===== src/design/tpu_pkg.sv =====
// Purpose: constants and types for the timer pulse unit
// Assumes: AXI4-Lite slave, 32-bit data, 8-bit byte address
// Notes:   offsets are byte addresses, one word per register
`default_nettype none
package tpu_pkg;
  // ****************************************
  // sizes
  // ****************************************
  localparam int NUM_CH = 2;
  localparam int CNT_W  = 16;
  localparam int ADDR_W = 8;
  localparam int PRE_W  = 7;
  // ****************************************
  // register offsets
  // ****************************************
  localparam logic [ADDR_W-1:0] OFF_SC      = 8'h00;
  localparam logic [ADDR_W-1:0] OFF_CNT     = 8'h04;
  localparam logic [ADDR_W-1:0] OFF_MOD     = 8'h08;
  localparam logic [ADDR_W-1:0] OFF_CH_BASE = 8'h10;
  localparam logic [ADDR_W-1:0] OFF_CH_VAL  = 8'h04;
  localparam logic [ADDR_W-1:0] OFF_CH_STEP = 8'h08;
  // ****************************************
  // field positions
  // ****************************************
  localparam int SC_TOF  = 7;
  localparam int SC_TOIE = 6;
  localparam int SC_CENTER_ALIGNED_PWM = 5;
  localparam int SC_CLK  = 3;
  localparam int SC_PS   = 0;
  localparam int CC_FLAG = 7;
  localparam int CC_IE   = 6;
  localparam int CC_MODE = 4;
  localparam int CC_ELS  = 2;
  // ****************************************
  // values
  // ****************************************
  localparam logic [1:0]       CLK_NONE = 2'h0;
  localparam logic [1:0]       CLK_BUS  = 2'h1;
  localparam logic [1:0]       CLK_FIX  = 2'h2;
  localparam logic [1:0]       CLK_EXT  = 2'h3;
  localparam logic [1:0]       MODE_CAP = 2'h0;
  localparam logic [1:0]       MODE_CMP = 2'h1;
  localparam logic [1:0]       ELS_OFF  = 2'h0;
  localparam logic [1:0]       ELS_RISE = 2'h1;
  localparam logic [1:0]       ELS_FALL = 2'h2;
  localparam logic [1:0]       ELS_ANY  = 2'h3;
  localparam logic [1:0]       ACT_TGL  = 2'h1;
  localparam logic [1:0]       ACT_CLR  = 2'h2;
  localparam logic [1:0]       ACT_SET  = 2'h3;
  localparam logic [CNT_W-1:0] CNT_ZERO = 16'h0000;
  localparam logic [CNT_W-1:0] CNT_FULL = 16'hffff;
  localparam logic [1:0]       RESP_OK  = 2'h0;
  localparam logic [1:0]       RESP_ERR = 2'h2;
  // ****************************************
  // types
  // ****************************************
  typedef enum logic [1:0] {
    TPU_IDLE = 2'b00,
    TPU_RESP = 2'b01
  } tpu_bus_state_t;
  typedef struct packed {
    logic [ADDR_W-1:0] awaddr;
    logic              awvalid;
    logic [31:0]       wdata;
    logic [3:0]        wstrb;
    logic              wvalid;
    logic              bready;
    logic [ADDR_W-1:0] araddr;
    logic              arvalid;
    logic              rready;
  } tpu_axi_req_t;
  typedef struct packed {
    logic        awready;
    logic        wready;
    logic [1:0]  bresp;
    logic        bvalid;
    logic        arready;
    logic [31:0] rdata;
    logic [1:0]  rresp;
    logic        rvalid;
  } tpu_axi_rsp_t;
  typedef struct packed {
    logic             flag;
    logic             ie;
    logic [1:0]       mode;
    logic [1:0]       els;
    logic [CNT_W-1:0] val;
    logic [CNT_W-1:0] pend;
    logic             out;
    logic [2:0]       pin_sync;
  } tpu_ch_t;
  typedef struct packed {
    tpu_bus_state_t         bstate;
    logic                   aw_got;
    logic                   w_got;
    logic [ADDR_W-1:0]      waddr;
    logic [31:0]            wdata;
    logic [3:0]             wstrb;
    logic [1:0]             bresp;
    logic                   rvalid;
    logic [31:0]            rdata;
    logic [1:0]             rresp;
    logic                   tof;
    logic                   toie;
    logic                   center_aligned_pwm;
    logic [1:0]             clk_sel;
    logic [2:0]             ps;
    logic [CNT_W-1:0]       cnt;
    logic [CNT_W-1:0]       modv;
    logic [PRE_W-1:0]       pre;
    logic                   down;
    logic                   step;
    logic [2:0]             ext_sync;
    logic [2:0]             fix_sync;
    tpu_ch_t [NUM_CH-1:0]   ch;
  } tpu_state_t;
endpackage : tpu_pkg
`default_nettype wire


===== src/design/tpu_timer.sv =====
// Purpose: multi-channel 16-bit timer with capture, compare and PWM
// Assumes: one clock, synchronous active-high reset, AXI4-Lite registers
// Notes:   channel pins are split into input, output and output enable
//
// How it works
// - channels capture, compare or PWM on one counter
// - prescaler divides by 1 to 128
// - clock select: none, bus, fixed, external
// - fixed and external clocks synchronised first
// - capture edge copies counter, sets flag
// - capture edge rising, falling, either or none
// - compare match sets flag, drives pin action
// - edge PWM period is modulo plus one
// - edge PWM leading edge at period start
// - flags at period end and duty point
// - center mode counts up then down
// - center active on down match, inactive up
// - center bit overrides all channel modes
// - debug halt freezes counting
// - modulo zero or all ones free runs
// - counter read harmless, write resets counter
// - one event per channel plus overflow
// - after reset pins stay with port logic
// - edge field zero still compares as timer
// - mode 00 capture, 01 compare, 1x PWM
// - edge PWM polarity from low select bit
// - PWM value loads at step into top
`timescale 1ns/10ps
`default_nettype none
module tpu_timer (
  input  wire logic                        i_ref_clk,
  input  wire logic                        i_rst,
  input  wire tpu_pkg::tpu_axi_req_t       i_axi,
  output tpu_pkg::tpu_axi_rsp_t            o_axi,
  input  wire logic                        i_debug_halt,
  input  wire logic                        i_fixed_clk,
  input  wire logic                        i_ext_clk,
  input  wire logic [tpu_pkg::NUM_CH-1:0]  i_ch_pin,
  output logic      [tpu_pkg::NUM_CH-1:0]  o_ch_pin,
  output logic      [tpu_pkg::NUM_CH-1:0]  o_ch_oe,
  output logic                             o_ovf_irq,
  output logic      [tpu_pkg::NUM_CH-1:0]  o_ch_irq
);
  // ****************************************
  // state
  // ****************************************
  tpu_pkg::tpu_state_t          st;
  tpu_pkg::tpu_state_t          next_st;
  logic                         wr_fire;
  logic                         rd_fire;
  logic                         src_tick;
  logic                         tick;
  logic [tpu_pkg::CNT_W-1:0]    top;
  logic [tpu_pkg::PRE_W-1:0]    pmask;
  logic [tpu_pkg::CNT_W-1:0]    cnt_next;

  assign wr_fire = st.aw_got & st.w_got & (st.bstate == tpu_pkg::TPU_IDLE);
  assign rd_fire = i_axi.arvalid & ~st.rvalid;

  // ****************************************
  // read decode
  // ****************************************
  function automatic logic [32:0] rd_word(input tpu_pkg::tpu_state_t s,
                                          input logic [tpu_pkg::ADDR_W-1:0] a);
    logic [32:0] r;
    logic [tpu_pkg::ADDR_W-1:0] off;
    r = {1'b1, 32'h00000000};
    if (a == tpu_pkg::OFF_SC) begin
      r = {1'b0, 24'h000000, s.tof, s.toie, s.center_aligned_pwm, s.clk_sel, s.ps};
    end else if (a == tpu_pkg::OFF_CNT) begin
      r = {1'b0, 16'h0000, s.cnt};
    end else if (a == tpu_pkg::OFF_MOD) begin
      r = {1'b0, 16'h0000, s.modv};
    end else begin
      for (int n = 0; n < tpu_pkg::NUM_CH; n++) begin
        off = tpu_pkg::OFF_CH_BASE + tpu_pkg::ADDR_W'(n) * tpu_pkg::OFF_CH_STEP;
        if (a == off) begin
          r = {1'b0, 24'h000000, s.ch[n].flag, s.ch[n].ie, s.ch[n].mode, s.ch[n].els,
               2'h0};
        end else if (a == off + tpu_pkg::OFF_CH_VAL) begin
          r = {1'b0, 16'h0000, s.ch[n].val};
        end
      end
    end
    return r;
  endfunction : rd_word

  // ****************************************
  // counter clocking
  // ****************************************
  always_comb begin
    unique case (st.clk_sel)
      tpu_pkg::CLK_BUS: src_tick = 1'b1;
      tpu_pkg::CLK_FIX: src_tick = st.fix_sync[1] & ~st.fix_sync[2];
      tpu_pkg::CLK_EXT: src_tick = st.ext_sync[1] & ~st.ext_sync[2];
      default:          src_tick = 1'b0;
    endcase
    pmask = tpu_pkg::PRE_W'((8'h01 << st.ps) - 8'h01);
    tick  = src_tick & ((st.pre & pmask) == pmask) & ~i_debug_halt;
    top   = (st.modv == tpu_pkg::CNT_ZERO) ? tpu_pkg::CNT_FULL : st.modv;
  end

  // ****************************************
  // next state
  // ****************************************
  always_comb begin
    logic [32:0]               rd;
    logic [tpu_pkg::ADDR_W-1:0] off;
    logic                      wr_hit;
    logic                      pin_r;
    logic                      pin_f;
    logic                      hit;
    logic                      pwm_load;
    logic                      tof_set;
    logic [tpu_pkg::NUM_CH-1:0] ch_set;
    rd       = 33'h000000000;
    off      = 8'h00;
    wr_hit   = 1'b0;
    pin_r    = 1'b0;
    pin_f    = 1'b0;
    hit      = 1'b0;
    pwm_load = 1'b0;
    tof_set  = 1'b0;
    ch_set   = '0;
    cnt_next = st.cnt;
    next_st  = st;
    next_st.ext_sync = {st.ext_sync[1:0], i_ext_clk};
    next_st.fix_sync = {st.fix_sync[1:0], i_fixed_clk};
    next_st.step     = 1'b0;
    if (src_tick && !i_debug_halt) begin
      next_st.pre = st.pre + tpu_pkg::PRE_W'(1);
    end
    // counter
    if (tick) begin
      next_st.step = 1'b1;
      if (!st.center_aligned_pwm) begin
        if (st.cnt == top) begin
          cnt_next    = tpu_pkg::CNT_ZERO;
          next_st.tof = 1'b1;
        end else begin
          cnt_next = st.cnt + 16'h0001;
        end
      end else if (!st.down) begin
        if (st.cnt == top) begin
          cnt_next     = st.cnt - 16'h0001;
          next_st.down = 1'b1;
          next_st.tof  = 1'b1;
        end else begin
          cnt_next = st.cnt + 16'h0001;
        end
      end else begin
        if (st.cnt == tpu_pkg::CNT_ZERO) begin
          cnt_next     = st.cnt + 16'h0001;
          next_st.down = 1'b0;
        end else begin
          cnt_next = st.cnt - 16'h0001;
        end
      end
      pwm_load = (cnt_next == top) && (!st.center_aligned_pwm || !st.down);
      tof_set  = (st.cnt == top) && (!st.center_aligned_pwm || !st.down);
    end
    next_st.cnt = cnt_next;
    // channels
    for (int n = 0; n < tpu_pkg::NUM_CH; n++) begin
      next_st.ch[n].pin_sync = {st.ch[n].pin_sync[1:0], i_ch_pin[n]};
      pin_r = st.ch[n].pin_sync[1] & ~st.ch[n].pin_sync[2];
      pin_f = ~st.ch[n].pin_sync[1] & st.ch[n].pin_sync[2];
      hit   = st.step && (st.cnt == st.ch[n].val);
      next_st.ch[n].flag = 1'b0;                            // collect set events only
      if (st.center_aligned_pwm) begin
        if (hit) begin
          next_st.ch[n].flag = 1'b1;
          next_st.ch[n].out  = st.down ? ~st.ch[n].els[0] : st.ch[n].els[0];
        end
        if (pwm_load) begin
          next_st.ch[n].val = st.ch[n].pend;
        end
      end else if (st.ch[n].mode == tpu_pkg::MODE_CAP) begin
        if (((st.ch[n].els == tpu_pkg::ELS_RISE) && pin_r) ||
            ((st.ch[n].els == tpu_pkg::ELS_FALL) && pin_f) ||
            ((st.ch[n].els == tpu_pkg::ELS_ANY) && (pin_r || pin_f))) begin
          next_st.ch[n].val  = st.cnt;
          next_st.ch[n].flag = 1'b1;
        end
      end else if (st.ch[n].mode == tpu_pkg::MODE_CMP) begin
        if (hit) begin
          next_st.ch[n].flag = 1'b1;
          unique case (st.ch[n].els)
            tpu_pkg::ACT_TGL: next_st.ch[n].out = ~st.ch[n].out;
            tpu_pkg::ACT_CLR: next_st.ch[n].out = 1'b0;
            tpu_pkg::ACT_SET: next_st.ch[n].out = 1'b1;
            default:          next_st.ch[n].out = st.ch[n].out;
          endcase
        end
      end else begin
        if (st.step && st.cnt == tpu_pkg::CNT_ZERO) begin
          next_st.ch[n].out = ~st.ch[n].els[0];
        end
        if (hit) begin
          next_st.ch[n].flag = 1'b1;
          next_st.ch[n].out  = st.ch[n].els[0];
        end
        if (pwm_load) begin
          next_st.ch[n].val = st.ch[n].pend;
        end
      end
      ch_set[n]          = next_st.ch[n].flag;
      next_st.ch[n].flag = st.ch[n].flag | ch_set[n];
    end
    // bus write side
    if (i_axi.awvalid && !st.aw_got && st.bstate == tpu_pkg::TPU_IDLE) begin
      next_st.aw_got = 1'b1;
      next_st.waddr  = i_axi.awaddr;
    end
    if (i_axi.wvalid && !st.w_got && st.bstate == tpu_pkg::TPU_IDLE) begin
      next_st.w_got = 1'b1;
      next_st.wdata = i_axi.wdata;
      next_st.wstrb = i_axi.wstrb;
    end
    if (wr_fire) begin
      next_st.aw_got = 1'b0;
      next_st.w_got  = 1'b0;
      next_st.bstate = tpu_pkg::TPU_RESP;
      wr_hit         = 1'b1;
      if (st.waddr == tpu_pkg::OFF_SC) begin
        if (st.wstrb[0]) begin
          if (st.wdata[tpu_pkg::SC_TOF] && !tof_set) begin
            next_st.tof = 1'b0;
          end
          next_st.toie    = st.wdata[tpu_pkg::SC_TOIE];
          next_st.center_aligned_pwm    = st.wdata[tpu_pkg::SC_CENTER_ALIGNED_PWM];
          next_st.clk_sel = st.wdata[tpu_pkg::SC_CLK +: 2];
          next_st.ps      = st.wdata[tpu_pkg::SC_PS +: 3];
        end
      end else if (st.waddr == tpu_pkg::OFF_CNT) begin
        if (st.wstrb[1:0] != 2'h0) begin
          next_st.cnt  = tpu_pkg::CNT_ZERO;
          next_st.pre  = '0;
          next_st.down = 1'b0;
        end
      end else if (st.waddr == tpu_pkg::OFF_MOD) begin
        if (st.wstrb[0]) next_st.modv[7:0] = st.wdata[7:0];
        if (st.wstrb[1]) next_st.modv[15:8] = st.wdata[15:8];
      end else begin
        wr_hit = 1'b0;
        for (int n = 0; n < tpu_pkg::NUM_CH; n++) begin
          off = tpu_pkg::OFF_CH_BASE + tpu_pkg::ADDR_W'(n) * tpu_pkg::OFF_CH_STEP;
          if (st.waddr == off) begin
            wr_hit = 1'b1;
            if (st.wstrb[0]) begin
              if (st.wdata[tpu_pkg::CC_FLAG] && !ch_set[n]) begin
                next_st.ch[n].flag = 1'b0;
              end
              next_st.ch[n].ie   = st.wdata[tpu_pkg::CC_IE];
              next_st.ch[n].mode = st.wdata[tpu_pkg::CC_MODE +: 2];
              next_st.ch[n].els  = st.wdata[tpu_pkg::CC_ELS +: 2];
            end
          end else if (st.waddr == off + tpu_pkg::OFF_CH_VAL) begin
            wr_hit = 1'b1;
            if (st.wstrb[0]) next_st.ch[n].pend[7:0] = st.wdata[7:0];
            if (st.wstrb[1]) next_st.ch[n].pend[15:8] = st.wdata[15:8];
            if (!st.center_aligned_pwm && !st.ch[n].mode[1]) begin
              if (st.wstrb[0]) next_st.ch[n].val[7:0] = st.wdata[7:0];
              if (st.wstrb[1]) next_st.ch[n].val[15:8] = st.wdata[15:8];
            end
          end
        end
      end
      next_st.bresp = wr_hit ? tpu_pkg::RESP_OK : tpu_pkg::RESP_ERR;
    end
    if (st.bstate == tpu_pkg::TPU_RESP && i_axi.bready) begin
      next_st.bstate = tpu_pkg::TPU_IDLE;
    end
    // bus read side
    if (rd_fire) begin
      rd             = rd_word(st, i_axi.araddr);
      next_st.rvalid = 1'b1;
      next_st.rdata  = rd[31:0];
      next_st.rresp  = rd[32] ? tpu_pkg::RESP_ERR : tpu_pkg::RESP_OK;
    end else if (st.rvalid && i_axi.rready) begin
      next_st.rvalid = 1'b0;
    end
  end

  always_ff @(posedge i_ref_clk) begin
    if (i_rst) begin
      st <= '0;
    end else begin
      st <= next_st;
    end
  end

  // ****************************************
  // outputs
  // ****************************************
  always_comb begin
    o_axi.awready = ~st.aw_got & (st.bstate == tpu_pkg::TPU_IDLE);
    o_axi.wready  = ~st.w_got & (st.bstate == tpu_pkg::TPU_IDLE);
    o_axi.bvalid  = (st.bstate == tpu_pkg::TPU_RESP);
    o_axi.bresp   = st.bresp;
    o_axi.arready = ~st.rvalid;
    o_axi.rvalid  = st.rvalid;
    o_axi.rdata   = st.rdata;
    o_axi.rresp   = st.rresp;
    o_ovf_irq     = st.tof & st.toie;
    for (int n = 0; n < tpu_pkg::NUM_CH; n++) begin
      o_ch_irq[n] = st.ch[n].flag & st.ch[n].ie;
      o_ch_pin[n] = st.ch[n].out;
      o_ch_oe[n]  = (st.clk_sel != tpu_pkg::CLK_NONE) && (st.ch[n].els != tpu_pkg::ELS_OFF) &&
                    (st.center_aligned_pwm || st.ch[n].mode != tpu_pkg::MODE_CAP);
    end
  end

  // ****************************************
  // assertions
  // ****************************************
  a_write_resp_next: assert property (@(posedge i_ref_clk) disable iff (i_rst)
    wr_fire |=> o_axi.bvalid)
    else $error("write not answered next cycle");
  a_debug_holds_cnt: assert property (@(posedge i_ref_clk) disable iff (i_rst)
    (i_debug_halt && !wr_fire) |=> $stable(st.cnt))
    else $error("counter moved in debug halt");
  a_clk_off_holds: assert property (@(posedge i_ref_clk) disable iff (i_rst)
    (st.clk_sel == tpu_pkg::CLK_NONE && !wr_fire) |=> $stable(st.cnt))
    else $error("counter moved with no clock");
  a_up_wrap_zero: assert property (@(posedge i_ref_clk) disable iff (i_rst)
    (tick && !st.center_aligned_pwm && st.cnt == top && !wr_fire) |=> (st.cnt == 16'h0000 && st.tof))
    else $error("up count did not wrap with overflow");
  a_center_turns: assert property (@(posedge i_ref_clk) disable iff (i_rst)
    (tick && st.center_aligned_pwm && !st.down && st.cnt == top && !wr_fire) |=> st.down ##0
    (st.cnt == $past(st.cnt) - 16'h0001))
    else $error("center count did not turn down");
  a_pins_off_idle: assert property (@(posedge i_ref_clk) disable iff (i_rst)
    (st.clk_sel == tpu_pkg::CLK_NONE) |-> (o_ch_oe == '0))
    else $error("pin driven with timer off");
  a_capture_copy: assert property (@(posedge i_ref_clk) disable iff (i_rst)
    (!st.center_aligned_pwm && st.ch[0].mode == tpu_pkg::MODE_CAP && st.ch[0].els == tpu_pkg::ELS_RISE &&
     st.ch[0].pin_sync[1] && !st.ch[0].pin_sync[2]) |=>
    (st.ch[0].val == $past(st.cnt) && st.ch[0].flag))
    else $error("capture missed counter value");
  a_pwm_lead_edge: assert property (@(posedge i_ref_clk) disable iff (i_rst)
    (!st.center_aligned_pwm && st.ch[0].mode[1] && st.step && st.cnt == 16'h0000 &&
     st.ch[0].val != 16'h0000) |=> (o_ch_pin[0] == ~$past(st.ch[0].els[0])))
    else $error("pwm leading edge wrong");
  a_tof_set_wins: assert property (@(posedge i_ref_clk) disable iff (i_rst)
    (tick && st.cnt == top && (!st.center_aligned_pwm || !st.down)) |=> st.tof)
    else $error("overflow set lost to clear");
endmodule : tpu_timer
`default_nettype wire


===== config.mk =====
export PLATFORM = sky130hd
export DESIGN_NAME = tpu_timer
export DESIGN_NICKNAME = d
export VERILOG_FILES = /design/src/design/tpu_pkg.sv /design/src/design/tpu_timer.sv
export SDC_FILE = /design/constraint.sdc
export NUM_CORES = 1
export LEC_CHECK = 0
export BUFFER_PORTS_ARGS = -buffer_cell sky130_fd_sc_hd__buf_2
export CORE_ASPECT_RATIO = 0.5
export CORE_MARGIN = 2
export CORE_UTILIZATION = 45
export CTS_CLUSTER_DIAMETER = 120
export DETAILED_ROUTE_END_ITERATION = 6
export PLACE_DENSITY_LB_ADDON = 0.15
export RECOVER_POWER = 50
export SYNTH_ARGS = -nofsm -noshare
export SYNTH_HDL_FRONTEND = slang
export SYNTH_SLANG_ARGS = --single-unit

===== constraint.sdc =====
create_clock -name i_ref_clk -period 6.4 [get_ports i_ref_clk]
set_input_delay 0.96 -clock i_ref_clk [delete_from_list [all_inputs] [get_ports i_ref_clk]]
set_output_delay 0.96 -clock i_ref_clk [all_outputs]
set_load 0.03 [all_outputs]

==> qor.txt <==
Mapped Avg Cell Area - 8.021 sq um
Finish-stage setup viols - 0
Max transition margin - -1.869
Startpoint Class - flop
Sinks on Clock Net - 187
number of global-route vias before repair - 10190
Hold Fails Final Rpt - 0
post-DP HPWL - 28000 um
Initial Utilization - 0.4605
FP Rows - 41
fraction of synthesized cell area in xor and xnor cells - 0.05415
setup TNS - 0 ps
Max Cap Violations - 1
Post-Synth Simple-Gate Area - 0.2404
Synth Area in Adders - 0.007520
WL met1 - 17910 um
met2 routed WL - 16280 um
sequential fraction of the synthesis area - 0.3214
Antenna Nets Post-Route - 0
post-CTS setup buffer count - 0
Util after Layout - 0.4993
# fillers - 2474
Pleak - 4.384 nW
worst setup path category - flop to flop
largest family of logic cells by synthesized area - simple AND/OR/NAND/NOR gates
cells along the critical path - nor4_4 -> a41oi_1 -> xnor2_1 -> nor4_1 -> nand4_2 -> a211o_1 -> a22oi_1 -> mux2i_1 -> o21ai_1 -> o2111ai_2 -> o21ai_0 -> a311oi_1
Total Wirelength - 38710 um
fmax - 168.0 MHz
Die Y - 117.8 um
fraction of layout cells with a size suffix above 1 - 0.1177
Clock Path Buffers - 2
slowest stage cell, crit path - nor4_4
CTS tree - yes
yosys warns - 0
footprint of the multi-input gates - 7067 sq um
DRC - 0
cts hold-fix bufs - 0
Register Area - 3744 sq um
Worst-Margin Slew - 4304 ps
gr ovfl total - 0
CTS root buffer - clkbuf_16
Period Utilization, post-route - 0.9298
initial antenna violation count - 0
met3 WL - 4134 um
predominant post-synthesis flop cell - dfxtp_1
area leader, netlist - dfxtp_1
Synth cell types - 83
number of synthesized flops with an enable pin - 0
WP buf/inv - 0
CP arrival - 6090 ps
Critical Path Sink Type - flop
CTS clk-pin slew, worst paths - 80 ps
gr usage total - 0.2826
Tmin final - 5951 ps
Post-Syn Instances - 1452
Hold WC Path Type - flop to flop
Core Area - 25290 sq um
RSZ-0062 raised after global routing - false
WL per Instance - 21.44 um
Via density - 6.148
crit-path max cell delay - 850 ps
I/O pin cnt - 112
Area growth syn-to-layout - 8.434%
Top delay family on crit path - compound AO/OA/AOI/OAI gates
FFs w/ async S/R, synth - 0
outcome - finished with violations
first-pass GRT wire length - 59920 um
commonest non-fill, non-tap cell in the layout - dfxtp_1
die area - 27260 sq um
nets - 1520
post-CTS sizing - 0
most frequent cells in the layout - dfxtp_1 (187), nor2_1 (183), nand2_1 (138)
Slew Limit Fails - 94
pwr/cell area - 192.5 nW/um^2
crit-path max FO - 21
WP data required - 6540 ps
later-pin clock latency in the skew report - 460 ps
largest net degree at the start of global routing - 103
proportion of netlist area held by the largest area contributor - 0.3214
skew final - 18.46 ps
Synth Area in Compound Gates - 0.2135
top routing layer in use - met4
violated checks - capacitance limit, slew limit
top cells by area, synth - dfxtp_1 (32%), mux2i_1 (8.3%), nor2_1 (5.9%)
First-pass DRT Iterations - 6
port bufs - 75
via count - 11100
H-Tree Depth - 4
Die Wd - 231.5 um
routability cong. - 0.9452
Yosys reg bits - 187
peak supply drop - 0.1821 mV
Starting DRT DRC Count - 1098
synthesized cell area - 11650 sq um
# diodes - 0
CTS Buf Count - 17
post-synthesis mux area share - 0.08348
[synth_stat cells (5+ instances only)]
| master | instances |
|---|---|
| dfxtp_1 | 187 |
| nor2_1 | 183 |
| nand2_1 | 138 |
| a21oi_1 | 100 |
| mux2i_1 | 96 |
| clkbuf_1 | 90 |
| o21ai_0 | 57 |
| xnor2_1 | 53 |
| buf_4 | 45 |
| nor3_1 | 35 |
| nand4_1 | 30 |
| nor4_1 | 25 |
| nand3_1 | 23 |
| a311oi_1 | 19 |
| inv_1 | 19 |
| xor2_1 | 19 |
| buf_2 | 17 |
| nor3b_1 | 17 |
| nand3b_1 | 16 |
| nor2b_1 | 16 |
| a41oi_1 | 15 |
| a22oi_1 | 14 |
| a221oi_1 | 13 |
| o21ai_1 | 12 |
| a31oi_1 | 11 |
| nand2b_1 | 11 |
| o221ai_2 | 10 |
| a22o_1 | 9 |
| buf_1 | 9 |
| o211ai_1 | 8 |
| a211o_1 | 7 |
| a211oi_1 | 7 |
| and2_1 | 7 |
| ha_1 | 7 |
| nor4_4 | 7 |
| o221ai_1 | 7 |
| o22ai_1 | 7 |
| a222oi_1 | 6 |
| and3_1 | 6 |
| o31a_1 | 6 |
| or3_1 | 6 |
| or4_1 | 6 |
| buf_6 | 5 |
[stage by stage]
step | setup WS, ps | std cells | power (W) | cell area, sq um | hold slack (ps)
after detailed placement | 797.6 | 1774 | 0.001374 | 12080 | 421.8
after global placement | 808.6 | 1774 | 0.001371 | 12080 | 419.2
final | 449.2 | 1805 | 0.002431 | 12630 | 437.0
after floorplan | 1964 | 1469 | 0.001335 | 11710 | 413.8
after CTS | 783.1 | 1805 | 0.002446 | 12670 | 438.0
after global routing | 106.6 | 1805 | 0.002512 | 12630 | 462.2
[state kept, by name, summed over array words and instances, names as in the netlist]
name      flops
next_st       8
st          158
o_ch_pin      2
o_axi        19
[worst paths after layout]
| path | startpoint | end | slack, ps | cells after the start |
|---|---|---|---|---|
| hold / removal | next_st[1] | next_st[2] | 440 | 1 |
| setup / recovery | st[100] | st[22] | 450 | 12 |
| setup reg to reg | st[100] | st[22] | 450 | 12 |
| hold reg to reg | next_st[1] | next_st[2] | 440 | 1 |
[final cells by class]
cell class,instances,area share
Clock buffer,19,0.03507
Clock inverter,12,0.01110
Inverter,19,0.005647
Multi-Input combinational cell,1097,0.5596
Sequential cell,187,0.2964
Tap cell,344,0.03408
Timing Repair Buffer,127,0.05806
[cells by family after synthesis]
logic type,Yosys count
simple gates,552
compound gates,351
flops,187
buf+inv,185
mux,97
xor+xnor,72
fa+ha+maj,7
other cells,1
[routing by layer]
metal / up-vias / GRT usage
li1: 5213 / -
met1: 5346 / 0.4168
met2: 506 / 0.4074
met3: 33 / 0.07703
met4: 0 / 0.05726
met5: - / 0
[where the power goes]
part,internal (W),switching [W]
logic,0.0000366,0.0000937
clock network,0.000559,0.000526
registers,0.00118,0.0000334
Power figures use the tool's default switching activity.
